**src/core/pattern_consts.svh**
```systemverilog
`ifndef PATTERN_CONSTS_SVH
`define PATTERN_CONSTS_SVH
// Printed offsets are not word aligned: they are register indices, byte address = 4 * index
`define IDX_PORT_A_DIR        16'hffd1
`define IDX_PORT_A_DATA       16'hffd3
`define IDX_PORT_B_DIR        16'hffd4
`define IDX_PORT_B_DATA       16'hffd6
`define IDX_TRIGGER_SEL       16'hffa1
`define IDX_HIGH_ENABLE       16'hffa2
`define IDX_LOW_ENABLE        16'hffa3
`define IDX_STAGED_HIGH       16'hffa4
`define IDX_STAGED_LOW        16'hffa5
`define IDX_STAGED_G2_SPLIT   16'hffa6
`define IDX_STAGED_G0_SPLIT   16'hffa7
`define RST_DATA              8'h00
`define RST_DIR               8'h00
`define RST_ENABLE            8'h00
`define RST_STAGED            8'h00
`define RST_TRIGGER_SEL       8'hff
`define RESERVED_READ         8'hff
`define UNMAPPED_READ         32'h0000_0000
`define SEL_G0_LSB            0
`define SEL_G1_LSB            2
`define SEL_G2_LSB            4
`define SEL_G3_LSB            6
`endif

```
**src/core/pattern_pkg.sv**
```systemverilog
package pattern_pkg;
   typedef logic [1:0] chan_sel_t;
   typedef logic [3:0] nibble_t;
   typedef logic [7:0] byte_t;
   typedef enum logic {
      BUS_IDLE,
      BUS_ACK
   } bus_state_t;
endpackage

```
**src/core/timed_pattern_unit.sv**
```systemverilog
// Local design decision: the Wishbone register port.
`timescale 1ns/1ps
`include "pattern_consts.svh"
// Overview of operation
// - Port B data holds the group 2/3 pattern, resets to zero.
// - Port data bits with enable set ignore CPU writes, still take transfers.
// - Selected match copies staged low-pair bits into port A data.
// - Groups 0/1 sharing trigger: one byte at first address, second reads ones.
// - Split triggers: group 1 upper nibble first address, group 0 low second.
// - Low-pair staged register clears to zero on reset.
// - Selected match copies staged high-pair bits into port B data.
// - Groups 2/3 sharing trigger: one byte at first address, second reads ones.
// - Split triggers: group 3 upper nibble first address, group 2 low second.
// - High-pair staged register clears to zero on reset.
// - Enabled low-pair bits transfer at their group's selected match.
// - Disabled low-pair bits never transfer; output unchanged.
// - Low-pair enable register clears to zero on reset.
// - Enabled high-pair bits transfer at their group's selected match.
// - Disabled high-pair bits never transfer; output unchanged.
// - High-pair enable register clears to zero on reset.
// - Trigger select resets to all ones, every group uses channel 3.
// - Select bits 7:6 pick group 3 channel 0..3.
// - Select bits 5:4 pick group 2 channel 0..3.
// - Select bits 3:2 pick group 1 channel 0..3.
// - Select bits 1:0 pick group 0 channel 0..3.
// - Pin drives whenever its direction bit is set; the transfer enable plays no part.
// - Normal mode triggers on compare match A of the selected channel.
module timed_pattern_unit (
   input  wire logic        clk_i,
   input  wire logic        rst_i,
   input  wire logic        cyc_i,
   input  wire logic        stb_i,
   input  wire logic        we_i,
   input  wire logic [17:0] adr_i,
   input  wire logic [3:0]  sel_i,
   input  wire logic [31:0] dat_i,
   output logic      [31:0] dat_o,
   output logic             ack_o,
   input  wire logic [3:0]  cmp_a_i,
   input  wire logic [15:0] pin_i,
   output logic      [15:0] pattern_pin_o,
   output logic      [15:0] pattern_pin_oe_o
);
   import pattern_pkg::*;

   byte_t       port_a_pattern_data_r;
   byte_t       port_b_pattern_data_r;
   byte_t       port_a_dir_r;
   byte_t       port_b_dir_r;
   byte_t       staged_low_pair_data_r;
   byte_t       staged_high_pair_data_r;
   byte_t       low_pair_transfer_enable_r;
   byte_t       high_pair_transfer_enable_r;
   byte_t       group_trigger_select_r;
   bus_state_t  bus_state_r;
   logic [31:0] dat_r;

   // Bus decode
   wire logic [15:0] idx       = adr_i[17:2];
   wire logic        req       = cyc_i & stb_i & (bus_state_r == BUS_IDLE);
   wire logic        wr        = req & we_i & sel_i[0];
   wire byte_t       wd        = dat_i[7:0];
   wire logic        hit_pad   = idx == `IDX_PORT_A_DATA;
   wire logic        hit_pbd   = idx == `IDX_PORT_B_DATA;
   wire logic        hit_pad_d = idx == `IDX_PORT_A_DIR;
   wire logic        hit_pbd_d = idx == `IDX_PORT_B_DIR;
   wire logic        hit_sel   = idx == `IDX_TRIGGER_SEL;
   wire logic        hit_hen   = idx == `IDX_HIGH_ENABLE;
   wire logic        hit_len   = idx == `IDX_LOW_ENABLE;
   wire logic        hit_sh    = idx == `IDX_STAGED_HIGH;
   wire logic        hit_sl    = idx == `IDX_STAGED_LOW;
   wire logic        hit_sh2   = idx == `IDX_STAGED_G2_SPLIT;
   wire logic        hit_sl0   = idx == `IDX_STAGED_G0_SPLIT;

   // Pairs share a trigger when their select fields match
   wire logic low_same  = group_trigger_select_r[`SEL_G0_LSB +: 2]
                          == group_trigger_select_r[`SEL_G1_LSB +: 2];
   wire logic high_same = group_trigger_select_r[`SEL_G2_LSB +: 2]
                          == group_trigger_select_r[`SEL_G3_LSB +: 2];

   // Group trigger strobes, one per 4-bit group
   logic [3:0] fire;
   genvar g;
   generate
      for (g = 0; g < 4; g++) begin : grp
         group_trigger u_trig (
            .clk_i   (clk_i),
            .rst_i   (rst_i),
            .sel_i   (group_trigger_select_r[2*g +: 2]),
            .cmp_a_i (cmp_a_i),
            .fire_o  (fire[g])
         );
      end
   endgenerate

   // Staged register write masks per nibble
   wire logic wr_sl_hi = wr & hit_sl;
   wire logic wr_sl_lo = wr & (low_same ? hit_sl : hit_sl0);
   wire logic wr_sh_hi = wr & hit_sh;
   wire logic wr_sh_lo = wr & (high_same ? hit_sh : hit_sh2);

   wire byte_t staged_low_nxt  = {wr_sl_hi ? wd[7:4] : staged_low_pair_data_r[7:4],
                                  wr_sl_lo ? (low_same ? wd[3:0] : wd[3:0])
                                           : staged_low_pair_data_r[3:0]};
   wire byte_t staged_high_nxt = {wr_sh_hi ? wd[7:4] : staged_high_pair_data_r[7:4],
                                  wr_sh_lo ? wd[3:0] : staged_high_pair_data_r[3:0]};

   // Port data next values
   byte_t port_a_nxt;
   byte_t port_b_nxt;
   nibble_transfer u_a_lo (
      .cur_i    (port_a_pattern_data_r[3:0]),
      .staged_i (staged_low_pair_data_r[3:0]),
      .enable_i (low_pair_transfer_enable_r[3:0]),
      .fire_i   (fire[0]),
      .wr_i     (wr & hit_pad),
      .wdata_i  (wd[3:0]),
      .nxt_o    (port_a_nxt[3:0])
   );
   nibble_transfer u_a_hi (
      .cur_i    (port_a_pattern_data_r[7:4]),
      .staged_i (staged_low_pair_data_r[7:4]),
      .enable_i (low_pair_transfer_enable_r[7:4]),
      .fire_i   (fire[1]),
      .wr_i     (wr & hit_pad),
      .wdata_i  (wd[7:4]),
      .nxt_o    (port_a_nxt[7:4])
   );
   nibble_transfer u_b_lo (
      .cur_i    (port_b_pattern_data_r[3:0]),
      .staged_i (staged_high_pair_data_r[3:0]),
      .enable_i (high_pair_transfer_enable_r[3:0]),
      .fire_i   (fire[2]),
      .wr_i     (wr & hit_pbd),
      .wdata_i  (wd[3:0]),
      .nxt_o    (port_b_nxt[3:0])
   );
   nibble_transfer u_b_hi (
      .cur_i    (port_b_pattern_data_r[7:4]),
      .staged_i (staged_high_pair_data_r[7:4]),
      .enable_i (high_pair_transfer_enable_r[7:4]),
      .fire_i   (fire[3]),
      .wr_i     (wr & hit_pbd),
      .wdata_i  (wd[7:4]),
      .nxt_o    (port_b_nxt[7:4])
   );

   // Read mux
   wire byte_t rd_sl  = low_same  ? staged_low_pair_data_r
                                  : {staged_low_pair_data_r[7:4], 4'hf};
   wire byte_t rd_sl0 = low_same  ? `RESERVED_READ
                                  : {4'hf, staged_low_pair_data_r[3:0]};
   wire byte_t rd_sh  = high_same ? staged_high_pair_data_r
                                  : {staged_high_pair_data_r[7:4], 4'hf};
   wire byte_t rd_sh2 = high_same ? `RESERVED_READ
                                  : {4'hf, staged_high_pair_data_r[3:0]};
   wire byte_t pin_a  = (port_a_dir_r & port_a_pattern_data_r) | (~port_a_dir_r & pin_i[7:0]);
   wire byte_t pin_b  = (port_b_dir_r & port_b_pattern_data_r) | (~port_b_dir_r & pin_i[15:8]);
   wire logic  hit_any = hit_pad | hit_pbd | hit_pad_d | hit_pbd_d | hit_sel | hit_hen
                         | hit_len | hit_sh | hit_sl | hit_sh2 | hit_sl0;
   wire byte_t rd_byte = hit_pad ? pin_a :
                         hit_pbd ? pin_b :
                         hit_pad_d ? `RESERVED_READ :
                         hit_pbd_d ? `RESERVED_READ :
                         hit_sel ? group_trigger_select_r :
                         hit_hen ? high_pair_transfer_enable_r :
                         hit_len ? low_pair_transfer_enable_r :
                         hit_sh ? rd_sh :
                         hit_sl ? rd_sl :
                         hit_sh2 ? rd_sh2 : rd_sl0;
   wire logic [31:0] rd_word = hit_any ? {24'h00_0000, rd_byte} : `UNMAPPED_READ;

   // Pin drive
   assign pattern_pin_o    = {port_b_pattern_data_r, port_a_pattern_data_r};
   assign pattern_pin_oe_o = {port_b_dir_r, port_a_dir_r};
   assign ack_o            = bus_state_r == BUS_ACK;
   assign dat_o            = dat_r;

   always_ff @(posedge clk_i) begin
      if (rst_i) begin
         bus_state_r <= BUS_IDLE;
         dat_r       <= `UNMAPPED_READ;
      end else begin
         bus_state_r <= req ? BUS_ACK : BUS_IDLE;
         dat_r       <= req ? rd_word : dat_r;
      end
   end

   always_ff @(posedge clk_i) begin
      if (rst_i) begin
         port_a_pattern_data_r <= `RST_DATA;
         port_b_pattern_data_r <= `RST_DATA;
      end else begin
         port_a_pattern_data_r <= port_a_nxt;
         port_b_pattern_data_r <= port_b_nxt;
      end
   end

   always_ff @(posedge clk_i) begin
      if (rst_i) begin
         staged_low_pair_data_r  <= `RST_STAGED;
         staged_high_pair_data_r <= `RST_STAGED;
      end else begin
         staged_low_pair_data_r  <= staged_low_nxt;
         staged_high_pair_data_r <= staged_high_nxt;
      end
   end

   always_ff @(posedge clk_i) begin
      if (rst_i) begin
         low_pair_transfer_enable_r  <= `RST_ENABLE;
         high_pair_transfer_enable_r <= `RST_ENABLE;
         group_trigger_select_r      <= `RST_TRIGGER_SEL;
         port_a_dir_r                <= `RST_DIR;
         port_b_dir_r                <= `RST_DIR;
      end else begin
         if (wr & hit_len) low_pair_transfer_enable_r <= wd;
         if (wr & hit_hen) high_pair_transfer_enable_r <= wd;
         if (wr & hit_sel) group_trigger_select_r <= wd;
         if (wr & hit_pad_d) port_a_dir_r <= wd;
         if (wr & hit_pbd_d) port_b_dir_r <= wd;
      end
   end

   // Checks
   logic past_valid_r;
   always_ff @(posedge clk_i) begin
      past_valid_r <= ~rst_i;
   end

   // Reset values
   reset_sel_a: assert property (@(posedge clk_i)
      $fell(rst_i) |-> group_trigger_select_r == 8'hff && staged_low_pair_data_r == 8'h00
                       && low_pair_transfer_enable_r == 8'h00 && port_b_pattern_data_r == 8'h00)
      else $error("Reset values wrong");
   reset_high_a: assert property (@(posedge clk_i)
      $fell(rst_i) |-> staged_high_pair_data_r == 8'h00 && high_pair_transfer_enable_r == 8'h00
                       && port_a_pattern_data_r == 8'h00)
      else $error("High pair reset values wrong");

   // Read-only port data bits
   b_ro_bits_a: assert property (@(posedge clk_i) disable iff (rst_i)
      (wr && hit_pbd && fire[3:2] == 2'b00) |=>
      ((port_b_pattern_data_r ^ $past(port_b_pattern_data_r))
       & $past(high_pair_transfer_enable_r)) == 8'h00)
      else $error("Enabled port B bit took a CPU write");
   a_ro_bits_a: assert property (@(posedge clk_i) disable iff (rst_i)
      (wr && hit_pad && fire[1:0] == 2'b00) |=>
      ((port_a_pattern_data_r ^ $past(port_a_pattern_data_r))
       & $past(low_pair_transfer_enable_r)) == 8'h00)
      else $error("Enabled port A bit took a CPU write");

   // Transfers
   a_transfer_a: assert property (@(posedge clk_i) disable iff (rst_i)
      (fire[0] && low_pair_transfer_enable_r[3:0] == 4'hf) |=>
      port_a_pattern_data_r[3:0] == $past(staged_low_pair_data_r[3:0]))
      else $error("Group 0 transfer missed");
   a_hi_transfer_a: assert property (@(posedge clk_i) disable iff (rst_i)
      (fire[1] && low_pair_transfer_enable_r[7:4] == 4'hf) |=>
      port_a_pattern_data_r[7:4] == $past(staged_low_pair_data_r[7:4]))
      else $error("Group 1 transfer missed");
   b_transfer_a: assert property (@(posedge clk_i) disable iff (rst_i)
      (fire[3] && high_pair_transfer_enable_r[7:4] == 4'hf) |=>
      port_b_pattern_data_r[7:4] == $past(staged_high_pair_data_r[7:4]))
      else $error("Group 3 transfer missed");
   b_lo_transfer_a: assert property (@(posedge clk_i) disable iff (rst_i)
      (fire[2] && high_pair_transfer_enable_r[3:0] == 4'hf) |=>
      port_b_pattern_data_r[3:0] == $past(staged_high_pair_data_r[3:0]))
      else $error("Group 2 transfer missed");
   a_hold_a: assert property (@(posedge clk_i) disable iff (rst_i)
      (!(wr && hit_pad) && low_pair_transfer_enable_r == 8'h00) |=>
      $stable(port_a_pattern_data_r))
      else $error("Disabled port A bits changed");
   b_hold_a: assert property (@(posedge clk_i) disable iff (rst_i)
      (!(wr && hit_pbd) && high_pair_transfer_enable_r == 8'h00) |=>
      $stable(port_b_pattern_data_r))
      else $error("Disabled port B bits changed");
   xfer_wins_a: assert property (@(posedge clk_i) disable iff (rst_i)
      (wr && hit_pad && fire[0]) |=>
      port_a_pattern_data_r[3:0] ==
      (($past(staged_low_pair_data_r[3:0]) & $past(low_pair_transfer_enable_r[3:0]))
       | ($past(wd[3:0]) & ~$past(low_pair_transfer_enable_r[3:0]))))
      else $error("CPU write beat a transfer");

   // Staged register address map
   low_shared_a: assert property (@(posedge clk_i) disable iff (rst_i)
      (req && !we_i && hit_sl0 && low_same) |=> dat_o == 32'h0000_00ff)
      else $error("Shared low pair second address not all ones");
   low_rsvd_wr_a: assert property (@(posedge clk_i) disable iff (rst_i)
      (wr && hit_sl0 && low_same) |=> $stable(staged_low_pair_data_r))
      else $error("Reserved low pair address took a write");
   low_split_a: assert property (@(posedge clk_i) disable iff (rst_i)
      (req && !we_i && hit_sl && !low_same) |=> dat_o[3:0] == 4'hf)
      else $error("Split low pair unused nibble not ones");
   low_split_wr_a: assert property (@(posedge clk_i) disable iff (rst_i)
      (wr && hit_sl && !low_same) |=>
      staged_low_pair_data_r == {$past(wd[7:4]), $past(staged_low_pair_data_r[3:0])})
      else $error("Split low pair write hit the wrong nibble");
   high_split_a: assert property (@(posedge clk_i) disable iff (rst_i)
      (req && !we_i && hit_sh && !high_same) |=> dat_o[3:0] == 4'hf)
      else $error("Split high pair unused nibble not ones");
   high_split_wr_a: assert property (@(posedge clk_i) disable iff (rst_i)
      (wr && hit_sh && !high_same) |=>
      staged_high_pair_data_r == {$past(wd[7:4]), $past(staged_high_pair_data_r[3:0])})
      else $error("Split high pair write hit the wrong nibble");
   high_shared_a: assert property (@(posedge clk_i) disable iff (rst_i)
      (req && !we_i && hit_sh2 && high_same) |=> dat_o == 32'h0000_00ff)
      else $error("Shared high pair second address not all ones");
   high_rsvd_wr_a: assert property (@(posedge clk_i) disable iff (rst_i)
      (wr && hit_sh2 && high_same) |=> $stable(staged_high_pair_data_r))
      else $error("Reserved high pair address took a write");

   // Control registers
   g1_sel_a: assert property (@(posedge clk_i) disable iff (rst_i)
      fire[1] == cmp_a_i[group_trigger_select_r[3:2]])
      else $error("Group 1 trigger wrong");
   sel_write_a: assert property (@(posedge clk_i) disable iff (rst_i)
      (wr && hit_sel) |=> group_trigger_select_r == $past(wd))
      else $error("Trigger select write lost");
   low_en_write_a: assert property (@(posedge clk_i) disable iff (rst_i)
      (wr && hit_len) |=> low_pair_transfer_enable_r == $past(wd))
      else $error("Low enable write lost");
   high_en_write_a: assert property (@(posedge clk_i) disable iff (rst_i)
      (wr && hit_hen) |=> high_pair_transfer_enable_r == $past(wd))
      else $error("High enable write lost");
   oe_only_dir_a: assert property (@(posedge clk_i) disable iff (rst_i || !past_valid_r)
      (wr && hit_pad_d) |=> pattern_pin_oe_o[7:0] == $past(wd))
      else $error("Pin enable not from direction");

   // Bus handshake
   ack_once_a: assert property (@(posedge clk_i) disable iff (rst_i)
      ack_o |=> !ack_o)
      else $error("Ack held too long");
   ack_follows_a: assert property (@(posedge clk_i) disable iff (rst_i)
      req |=> ack_o)
      else $error("Request not acknowledged");
   unmapped_a: assert property (@(posedge clk_i) disable iff (rst_i)
      (req && !we_i && !hit_any) |=> dat_o == 32'h0000_0000)
      else $error("Unmapped read not zero");
   dat_upper_a: assert property (@(posedge clk_i) disable iff (rst_i)
      ack_o |-> dat_o[31:8] == 24'h00_0000)
      else $error("Read data upper bits not zero");

   write_c: cover property (@(posedge clk_i) disable iff (rst_i) wr && hit_sl);
   fire_c: cover property (@(posedge clk_i) disable iff (rst_i)
      fire[2] && high_pair_transfer_enable_r != 8'h00);
   split_c: cover property (@(posedge clk_i) disable iff (rst_i) !low_same && wr && hit_sl0);
   collide_c: cover property (@(posedge clk_i) disable iff (rst_i) wr && hit_pad && fire[0]);
endmodule

```
**src/core/group_trigger.sv**
```systemverilog
`timescale 1ns/1ps
// Picks one of four compare-match A strobes for a group
module group_trigger (
   input  wire logic                 clk_i,
   input  wire logic                 rst_i,
   input  wire pattern_pkg::chan_sel_t sel_i,
   input  wire logic [3:0]           cmp_a_i,
   output logic                      fire_o
);
   import pattern_pkg::*;

   assign fire_o = cmp_a_i[sel_i];

   sel_match_a: assert property (@(posedge clk_i) disable iff (rst_i)
      fire_o == ((sel_i == 2'b00 && cmp_a_i[0]) || (sel_i == 2'b01 && cmp_a_i[1])
                 || (sel_i == 2'b10 && cmp_a_i[2]) || (sel_i == 2'b11 && cmp_a_i[3])))
      else $error("Group trigger does not follow selection");
endmodule

```
**src/core/nibble_transfer.sv**
```systemverilog
`timescale 1ns/1ps
// Next-value of one 4-bit port data nibble: hardware transfer wins over CPU write
module nibble_transfer (
   input  wire pattern_pkg::nibble_t cur_i,
   input  wire pattern_pkg::nibble_t staged_i,
   input  wire pattern_pkg::nibble_t enable_i,
   input  wire logic                fire_i,
   input  wire logic                wr_i,
   input  wire pattern_pkg::nibble_t wdata_i,
   output pattern_pkg::nibble_t     nxt_o
);
   import pattern_pkg::*;

   wire nibble_t xfer_mask = enable_i & {4{fire_i}};
   wire nibble_t cpu_mask  = ~enable_i & {4{wr_i}};
   wire nibble_t after_cpu = (cur_i & ~cpu_mask) | (wdata_i & cpu_mask);

   assign nxt_o = (after_cpu & ~xfer_mask) | (staged_i & xfer_mask);
endmodule

```
**config.mk**
```make
export PLATFORM = sky130hd
export DESIGN_NAME = timed_pattern_unit
export DESIGN_NICKNAME = d
export VERILOG_FILES = /design/src/core/pattern_pkg.sv /design/src/core/timed_pattern_unit.sv /design/src/core/group_trigger.sv /design/src/core/nibble_transfer.sv
export VERILOG_INCLUDE_DIRS = /design/src /design/src/core
export SDC_FILE = /design/constraint.sdc
export NUM_CORES = 1
export LEC_CHECK = 0
export ABC_AREA = 1
export BUFFER_PORTS_ARGS = -buffer_cell sky130_fd_sc_hd__buf_2
export CAP_MARGIN = 0
export CELL_PAD_IN_SITES_DETAIL_PLACEMENT = 1
export CELL_PAD_IN_SITES_GLOBAL_PLACEMENT = 2
export CORE_AREA = 4 4 139 141
export CTS_CLUSTER_SIZE = 28
export DETAILED_ROUTE_END_ITERATION = 8
export DIE_AREA = 0 0 143 145
export PLACE_DENSITY_LB_ADDON = 0.1
export SKIP_CTS_REPAIR_TIMING = 1
export SLEW_MARGIN = 20
export SYNTH_ARGS = -nofsm -noshare
export SYNTH_HDL_FRONTEND = slang
export SYNTH_SLANG_ARGS = --single-unit
```
**constraint.sdc**
```tcl
create_clock -name clk_i -period 2 [get_ports clk_i]
set_input_delay 0.4 -clock clk_i [delete_from_list [all_inputs] [get_ports clk_i]]
set_output_delay 0.4 -clock clk_i [all_outputs]
set_load 0.02 [all_outputs]
```
==> results of run 1 <==
==> metrics by stage <==
| stage | hold WS (ns) | setup WS [ns] | cells |
|---|---|---|---|
| after global placement | 0.454 | -0.110 | 1053 |
| after floorplan | 0.434 | 0.258 | 731 |
| final | 0.413 | 0.214 | 1069 |
| after detailed placement | 0.463 | -0.160 | 1053 |
| after global routing | 0.424 | 0.000780 | 1069 |
| after CTS | 0.402 | 0.0937 | 1069 |
==> Yosys cell counts <==
cell and n:
nand4_1 5, nand3_2 6, a211o_1 2, inv_1 90, or2_2 1, nand2_2 9
nand3b_1 10, a32o_1 2, nor3_2 2, nand2_4 3, a21oi_1 61, o211ai_1 21
nor2_2 7, buf_4 26, nand2_1 137, clkinv_1 3, nor2_4 6, nor2_8 2
buf_6 1, nand3_1 45, nor4_4 2, conb_1 1, a21oi_2 4, nor3b_1 1
a21oi_4 1, a31oi_1 16, inv_4 1, clkbuf_1 12, o21ai_1 7, nor2_1 61
inv_2 10, o22ai_1 1, o21ai_2 1, nor3_1 1, o21ai_0 64, nor4_2 1
buf_2 4, dfxtp_1 81
==> final timing paths <==
kind	start	end
max	adr_i[6]	dat_o[5]
min	dat_i[3]	staged_high_pair_data_r[3]
max reg2reg	group_trigger_select_r[1]	dat_o[3]
min reg2reg	dat_o[7]	dat_o[7]
==> where the power goes <==
| part | switching [mW] | internal, mW | total [mW] |
|---|---|---|---|
| sequential | 0.000461 | 1.61 | 1.61 |
| clock | 0.748 | 0.886 | 1.63 |
| combinational | 0.206 | 0.0868 | 0.293 |
| total | 0.955 | 2.59 | 3.54 |
==> cells by family (layout without fill, tap and decap cells) <==
kind of cell / Yosys count / in the layout / share of synthesized area (%)
and+or+nand+nor: 299 / 299 / 30.7
other: 1 / 24 / 0.0784
DFF: 81 / 81 / 33.9
buffers and inverters: 147 / 256 / 13.9
AOI/OAI and AO/OA: 180 / 180 / 21.4
==> placed cells by master, fill, tap and decap left out, types with 11 or more instances in the layout <==
master and n:
a21oi_1 61, a31oi_1 16, buf_2 90, buf_4 45, conb_1 24, dfxtp_1 74
inv_1 89, inv_2 11, nand2_1 136, nand3_1 45, nor2_1 61, o211ai_1 21
o21ai_0 63
==> routing by layer <==
layer	up-vias	wire, µm	global-route usage, %	share of wire, %
met5	-	0	0	0
met4	0	245	4.80	1.4
met3	17	600	2.27	3.3
met2	87	9060	31.3	50
met1	2377	8060	21.6	45
li1	2535	-	-	-
==> worst register-to-register path, stage by stage (launching register included) <==
cell and delay, ns:
dfxtp_2 0.39, inv_1 0.09, nand2_1 0.06, nand2_1 0.04, nor2_1 0.10, buf_4 0.13, nand3_1 0.11, nand2_2 0.11
nand3_1 0.11, nand2_1 0.07, nand2_1 0.05, nand2_1 0.06, nand2_1 0.05, nand2_1 0.09, nand2_1 0.06, nand2_1 0.07
a21oi_2 0.05
==> cell type report <==
cell class                      instances  area share [%]
Multi-Input combinational cell        503            43.2
Sequential cell                        81            27.2
Timing Repair Buffer                  136            13.5
Inverter                              104            6.56
Tap cell                              229            4.79
Clock buffer                           11            4.06
Clock inverter                          5           0.648
==> flow_metrics.tcl, run 1 <==
set metrics [dict create \
    status "complete, no violations" \
    h-tree-depth 3 \
    regToRegSetupSlack_ns 0.24 \
    slew_viol_final 0 \
    vias_per_cell 4.69 \
    synth_area_leaders "dfxtp_1 (34%), nand2_1 (11%), inv_1 (7.1%)" \
    grt_overflow 0 \
    cap_violations 0 \
    drt-total-wl_um 18000 \
    synth_cell_types 38 \
    leakage_nw 2.75 \
    tns_ns 0 \
    vias 5016 \
    hpwl_um 14200 \
    placed_area_mm2 0.00569 \
    rsz0062_at_grt "false" \
    synth_top_cell_by_area "dfxtp_1" \
    finalSetupViolCount 0 \
    place_congestion 0.790 \
    wire_per_inst_um 16.8 \
    cp.arrival_ns 2.07 \
    cp-end-kind "flip-flop" \
    worst_path_max_delay_cell "nor3_2" \
    fin_skew_ns 0.00879 \
    final_core_util_pct 33.3 \
    period_share_pct 89.3 \
    clkSlewWorstSetupHoldPaths_ns 0.07 \
    yosysTopAreaCellShare_pct 33.9 \
    firstDrtPassIters 4 \
    crit_fanout 6 \
    final_cell_area_mm2 0.00598 \
    start_util_pct 26.6 \
    drt_iter0_markers 158 \
    first_global_vias 5192 \
    cp_data_required_time_ns 2.28 \
    ant_nets 0 \
    setup.worst_path.start_class "input port" \
    regArea_mm2 0.00163 \
    power_density_mw_per_mm2 592 \
    fin_crit_ns 1.79 \
    core_region_area_mm2 0.0180 \
    ys_ff_latch 81 \
    rr_worst_depth 16 \
    cts_buffer_depth 2 \
    dieArea_mm2 0.0207 \
    diodes 0 \
    hold_class "in -> reg" \
    cpPeakStageDelay_ns 0.23 \
    cts.sinks 81 \
    path_cells "buf_2 -> nor2_1 -> nand2_1 -> inv_2 -> nand2_4 -> nor3_2 -> nor2_2 -> nand2_2 -> nor2_1 -> a21oi_4 -> nand4_1 -> a21oi_1" \
    worst-path-stages 12 \
    syn_inst 708 \
    worst-setup-path-type "in -> reg" \
    cts_tree "done" \
    ys_seq_area_share_pct 33.9 \
    grt_pass1_wl_um 28200 \
    path_common_cell "nor2_1" \
    synth_area_mm2 0.00478 \
    dieHeight_um 145 \
    irDropWorstVdd_mv 0.379 \
    layout-drive-gt1-share_pct 25.7 \
    whs_path_depth 3 \
    die_w_um 143 \
    nNetsFinal 914 \
    cts_made_buffers 9 \
    grt_usage_pct 17.4 \
    max_freq_mhz 560 \
    grt_start_max_net_pins 56 \
    port_buffers 90 \
    final.fill_count 2307 \
    report.final.hold_viol_count 0 \
    multi_input_area_mm2 0.00258 \
    postSynthAreaPerCell_um2 6.75 \
    root_buffer "clkbuf_16" \
    crit_family "simple AND/OR/NAND/NOR gates" \
    boundaryPins 144 \
    ys_warn_count 0 \
    route.detailed.drc 0 \
    antenna_found_initial 0 \
    finalPower_mw 3.54 \
    critPathBufInv 2 \
    area_delta_synth_final_pct 25.1 \
    fp-row-count 49 \
    worstSkewPairLatency_ns 0.35 \
]
Note: power is estimated with default switching activity, not from simulation.
==> inputs of run 2 (changes only) <==
--- a/config.mk
+++ b/config.mk
@@ -6,15 +6,14 @@
 export SDC_FILE = /design/constraint.sdc
 export NUM_CORES = 1
 export LEC_CHECK = 0
-export ABC_AREA = 1
 export BUFFER_PORTS_ARGS = -buffer_cell sky130_fd_sc_hd__buf_2
 export CAP_MARGIN = 0
 export CELL_PAD_IN_SITES_DETAIL_PLACEMENT = 1
 export CELL_PAD_IN_SITES_GLOBAL_PLACEMENT = 2
-export CORE_AREA = 4 4 139 141
+export CORE_AREA = 4 4 132 134
 export CTS_CLUSTER_SIZE = 28
 export DETAILED_ROUTE_END_ITERATION = 8
-export DIE_AREA = 0 0 143 145
+export DIE_AREA = 0 0 136 138
 export PLACE_DENSITY_LB_ADDON = 0.1
 export SKIP_CTS_REPAIR_TIMING = 1
 export SLEW_MARGIN = 20
==> flow_metrics.tcl, run 2 <==
set metrics [dict create \
    power.internal_mw 2.60 \
    area_delta_synth_final_pct 26.9 \
    yosysTopAreaCellShare_pct 34.8 \
    ys.flop_type "dfxtp_1" \
    boundaryPins 144 \
    ys_ff_latch 81 \
    final_core_util_pct 36.3 \
    synth_cell_types 61 \
    leakage_nw 2.45 \
    layout-drive-gt1-share_pct 28.5 \
    nNetsFinal 756 \
    rsz0062_at_grt "false" \
    grt_pass1_wl_um 26500 \
    synth_area_leaders "dfxtp_1 (35%), mux2i_1 (11%), nand2_1 (5.5%)" \
    finalSetupViolCount 0 \
    diodes 0 \
    start_util_pct 28.6 \
    fin_skew_ns 0.00653 \
    synth_edf_count 0 \
    ys_seq_area_share_pct 34.8 \
    vias_per_cell 4.96 \
    vias 4465 \
    path_cells "xor2_1 -> or3_4 -> a2111oi_4 -> buf_4 -> a21oi_1 -> o211ai_1 -> o21ai_1" \
    port_buffers 90 \
    synth-async-reset-ratio_pct 0 \
    worst_path_max_delay_cell "or3_4" \
    slew_viol_final 0 \
    synth_top_cell_by_area "dfxtp_1" \
    crit_fanout 5 \
    cp.arrival_ns 2.13 \
    first_global_vias 4551 \
    synth_area_mm2 0.00465 \
    swShare_pct 26.2 \
    critPathBufInv 1 \
    stdcell_count 901 \
    cp_data_required_time_ns 2.23 \
    synthTopCellsByCount "dfxtp_1 (81), nand2_1 (68), nor2_1 (50)" \
    cts_buffer_depth 2 \
    status "complete, no violations" \
    p_seq_share_pct 45.8 \
    switchingPower_uw 922 \
    pwr-share-clk_pct 44.4 \
    finalPower_mw 3.52 \
    power_density_mw_per_mm2 596 \
    cp-end-kind "flip-flop" \
    fp-row-count 47 \
    place_congestion 0.864 \
    grt_overflow 0 \
    dieHeight_um 138 \
    fin_crit_ns 1.90 \
    grt_usage_pct 18.3 \
    max_freq_mhz 526 \
    cpPeakStageDelay_ns 0.39 \
    dpl_worst_slack_ns -0.169 \
    worst-setup-path-type "reg -> reg" \
    final_common_cell "buf_2" \
    worstSkewPairLatency_ns 0.34 \
    tns_ns 0 \
    dp_cells 886 \
    final_cell_mix "buf_2 (90), dfxtp_1 (81), nand2_1 (68)" \
    period_share_pct 95.1 \
    cts.sinks 81 \
    core_region_area_mm2 0.0163 \
    route.detailed.drc 0 \
    clkSlewWorstSetupHoldPaths_ns 0.06 \
    die_w_um 136 \
    syn_inst 551 \
    drt-total-wl_um 17000 \
    root_buffer "clkbuf_16" \
    antenna_found_initial 0 \
    fin_ws_ns 0.0978 \
    regToRegSetupSlack_ns 0.1 \
    pwr-share-comb_pct 9.8 \
    firstDrtPassIters 4 \
    report.final.hold_viol_count 0 \
    irDropWorstVdd_mv 0.368 \
    ys_warn_count 0 \
    ant_nets 0 \
    hpwl_um 13500 \
    grt_start_max_net_pins 41 \
    cts_made_buffers 9 \
    dieArea_mm2 0.0188 \
    h-tree-depth 3 \
    cap_violations 0 \
    synthMostInstantiatedCell "dfxtp_1" \
    drt_iter0_markers 225 \
    crit_family "compound AO/OA/AOI/OAI gates" \
    wire_per_inst_um 18.9 \
    postSynthAreaPerCell_um2 8.45 \
    setup.worst_path.start_class "flip-flop" \
    hold_class "in -> reg" \
    cts_tree "done" \
]
## run 2: cell types whose count changed in the layout (fill, tap and decap cells not counted), moves of 10 or more
| cell | previous run | this run |
|---|---|---|
| inv_1 | 89 | 14 |
| nand2_1 | 136 | 68 |
| mux2i_1 | 0 | 49 |
| o21ai_0 | 63 | 24 |
| nand3_1 | 45 | 14 |
| a21oi_1 | 61 | 34 |
| o211ai_1 | 21 | 4 |
| inv_2 | 11 | 0 |
| mux2_2 | 0 | 11 |
| nor2_1 | 61 | 50 |
| a211oi_1 | 0 | 10 |
| nand2_2 | 10 | 0 |
| nand2b_1 | 0 | 10 |
## run 2: worst register-to-register path: stages, from the launching register on
cell and delay, ns:
dfxtp_1 0.32, xor2_1 0.17, or3_4 0.39, a2111oi_4 0.38, buf_4 0.20, a21oi_1 0.07, o211ai_1 0.18, o21ai_1 0.09
## run 2: power groups by stage
stage	Clock (mW)	Combinational (mW)	Sequential, mW
2_1_floorplan	0	0.233	1.65
3_5_place_dp	0	0.346	1.65
5_1_grt	1.69	0.376	1.61
6_report	1.56	0.344	1.61
3_3_place_gp	0	0.343	1.65
4_1_cts	1.62	0.346	1.61
## run 2: worst paths after layout
kind	to	startpoint	cells past startpoint
setup / recovery	dat_o[3]	group_trigger_select_r[4]	7
hold / removal	ack_o	rst_i	2
setup reg to reg	dat_o[3]	group_trigger_select_r[4]	7
hold reg to reg	dat_o[6]	dat_o[6]	2
## run 2: layout make-up
cell class	count	area, µm²
Multi-Input combinational cell	424	2760
Clock buffer	10	239
Fill cell	1964	10400
Timing Repair Buffer	147	928
Clock inverter	5	32.5
Inverter	14	52.6
Sequential cell	81	1620
Tap cell	220	275
## run 2: cell families after synthesis
group	synth area share, %
other cells	0.0806
compound gates	20.1
flops	34.8
xor+xnor	1.13
buf+inv	7.77
mux	15.1
simple gates	20.9
## run 2: through the flow
step	hold slack, ns	area (µm²)
2_1_floorplan	0.432	4740
3_3_place_gp	0.437	5640
3_5_place_dp	0.434	5640
4_1_cts	0.308	5910
5_1_grt	0.314	5910
6_report	0.307	5910
## run 2: metal layers
layer  track usage (%)  vias to the layer above  part of all wire [%]
li1                  -                     2195                     -
met1              24.1                     2156                    45
met2              30.3                       94                    49
met3              2.87                       20                   3.6
met4              6.42                        0                   2.5
met5                 0                        -                     0
==> inputs of run 3 (changes only) <==
--- a/config.mk
+++ b/config.mk
@@ -10,10 +10,10 @@
 export CAP_MARGIN = 0
 export CELL_PAD_IN_SITES_DETAIL_PLACEMENT = 1
 export CELL_PAD_IN_SITES_GLOBAL_PLACEMENT = 2
-export CORE_AREA = 4 4 132 134
+export CORE_AREA = 4 4 169 106
 export CTS_CLUSTER_SIZE = 28
 export DETAILED_ROUTE_END_ITERATION = 8
-export DIE_AREA = 0 0 136 138
+export DIE_AREA = 0 0 173 110
 export PLACE_DENSITY_LB_ADDON = 0.1
 export SKIP_CTS_REPAIR_TIMING = 1
 export SLEW_MARGIN = 20
==> flow_metrics.tcl, run 3 (same netlist as run 2, synthesis figures left out) <==
set metrics [dict create \
    status "complete, no violations" \
    regArea_mm2 0.00162 \
    cts_made_buffers 9 \
    dieArea_mm2 0.0190 \
    drt-total-wl_um 17700 \
    hpwl_um 13800 \
    route.detailed.drc 0 \
    report.final.hold_viol_count 0 \
    ant_nets 0 \
    finalSetupViolCount 0 \
    leakage_nw 2.52 \
    start_util_pct 28.9 \
    final_common_cell "buf_2" \
    rsz0062_at_grt "true" \
    worstSkewPairLatency_ns 0.34 \
    hold_class "in -> reg" \
    slew_viol_final 0 \
    cts_buffer_depth 2 \
    final_cell_mix "buf_2 (90), dfxtp_1 (81), nand2_1 (68)" \
    fp-row-count 36 \
    grt_overflow 0 \
    irDropWorstVdd_mv 0.418 \
    die_w_um 173 \
    nNetsFinal 767 \
    cp_data_required_time_ns 2.22 \
    grt_pass1_wl_um 28000 \
    cpPeakStageDelay_ns 0.43 \
    dpl_worst_slack_ns -0.248 \
    firstDrtPassIters 4 \
    vias_per_cell 5.11 \
    core_region_area_mm2 0.0161 \
    final.fill_count 1928 \
    diodes 0 \
    whs_ns 0.326 \
    wire_per_inst_um 19.6 \
    h-tree-depth 3 \
    clkSlewWorstSetupHoldPaths_ns 0.07 \
    dieHeight_um 110 \
    fin_crit_ns 1.93 \
    placed_area_mm2 0.00569 \
    area_delta_synth_final_pct 29.4 \
    multi_input_area_mm2 0.00277 \
    max_freq_mhz 519 \
    root_buffer "clkbuf_16" \
    cp.arrival_ns 2.15 \
    cts_tree "done" \
    final_cell_area_mm2 0.00602 \
    grt_usage_pct 18.8 \
    fin_skew_ns 0.00855 \
    dp_cells 886 \
    critPathBufInv 1 \
    worst-setup-path-type "reg -> reg" \
    antenna_found_initial 0 \
    power_density_mw_per_mm2 628 \
    port_buffers 90 \
    worst_path_max_delay_cell "or3_4" \
    layout-drive-gt1-share_pct 29.9 \
    path_cells "xor2_1 -> or3_4 -> a2111oi_4 -> buf_4 -> a21oi_1 -> o211ai_1 -> o21ai_1" \
    period_share_pct 96.4 \
    cap_violations 0 \
    setup.worst_path.start_class "flip-flop" \
    stdcell_count 901 \
    crit_family "compound AO/OA/AOI/OAI gates" \
    place_congestion 0.875 \
    crit_fanout 6 \
    cts.sinks 81 \
    boundaryPins 144 \
    grt_start_max_net_pins 43 \
    cp-end-kind "flip-flop" \
    vias 4606 \
    fin_ws_ns 0.0721 \
    first_global_vias 4882 \
    drt_iter0_markers 187 \
]
-- run 3: cell count changes in the layout (fill, tap and decap cells not counted), sizes merged --
cell      change
bufinv        +2
buf          +11
clkinvlp      -1
clkinv        -1
inv           +1
clkbuf        -1
-- run 3: routing by layer --
metal	vias to the layer above	GRT usage (%)	routed length, µm	share of wire (%)
li1	2212	-	-	-
met1	2277	26.3	8870	50
met2	104	30.9	7900	45
met3	13	3.58	798	4.5
met4	0	3.07	131	0.74
met5	-	0	0	0
-- run 3: cell type report --
type	instances	area share, %
inverter	14	0.873
tap	209	4.34
clock inverter	6	1.54
clock buffer	9	3.74
multi-input combinational	424	46.0
sequential	81	26.9
timing repair buffer	158	16.6
-- run 3: per-stage QoR --
stage	utilization (%)	total power [mW]	TNS [ns]
after floorplan	-	1.88	0
after detailed placement	35.3	2.00	-5.02
after global placement	35.3	2.00	-3.91
after CTS	37.3	3.83	0
after global routing	37.3	3.92	-0.00513
final	37.3	3.78	0
-- run 3: path summary, 6_finish.rpt --
path / to / slack, ns / from / depth (start not counted)
setup / recovery: dat_o[0] / 0.07 / group_trigger_select_r[4] / 7
setup reg to reg: dat_o[0] / 0.07 / group_trigger_select_r[4] / 7
hold reg to reg: dat_o[6] / 0.44 / dat_o[6] / 2
hold / removal: ack_o / 0.33 / rst_i / 2
-- run 3: report_power, final --
group	switching (mW)	leakage, nW	internal, mW
combinational	0.228	1.72	0.128
clock	0.719	0.148	1.09
sequential	0.000412	0.653	1.61
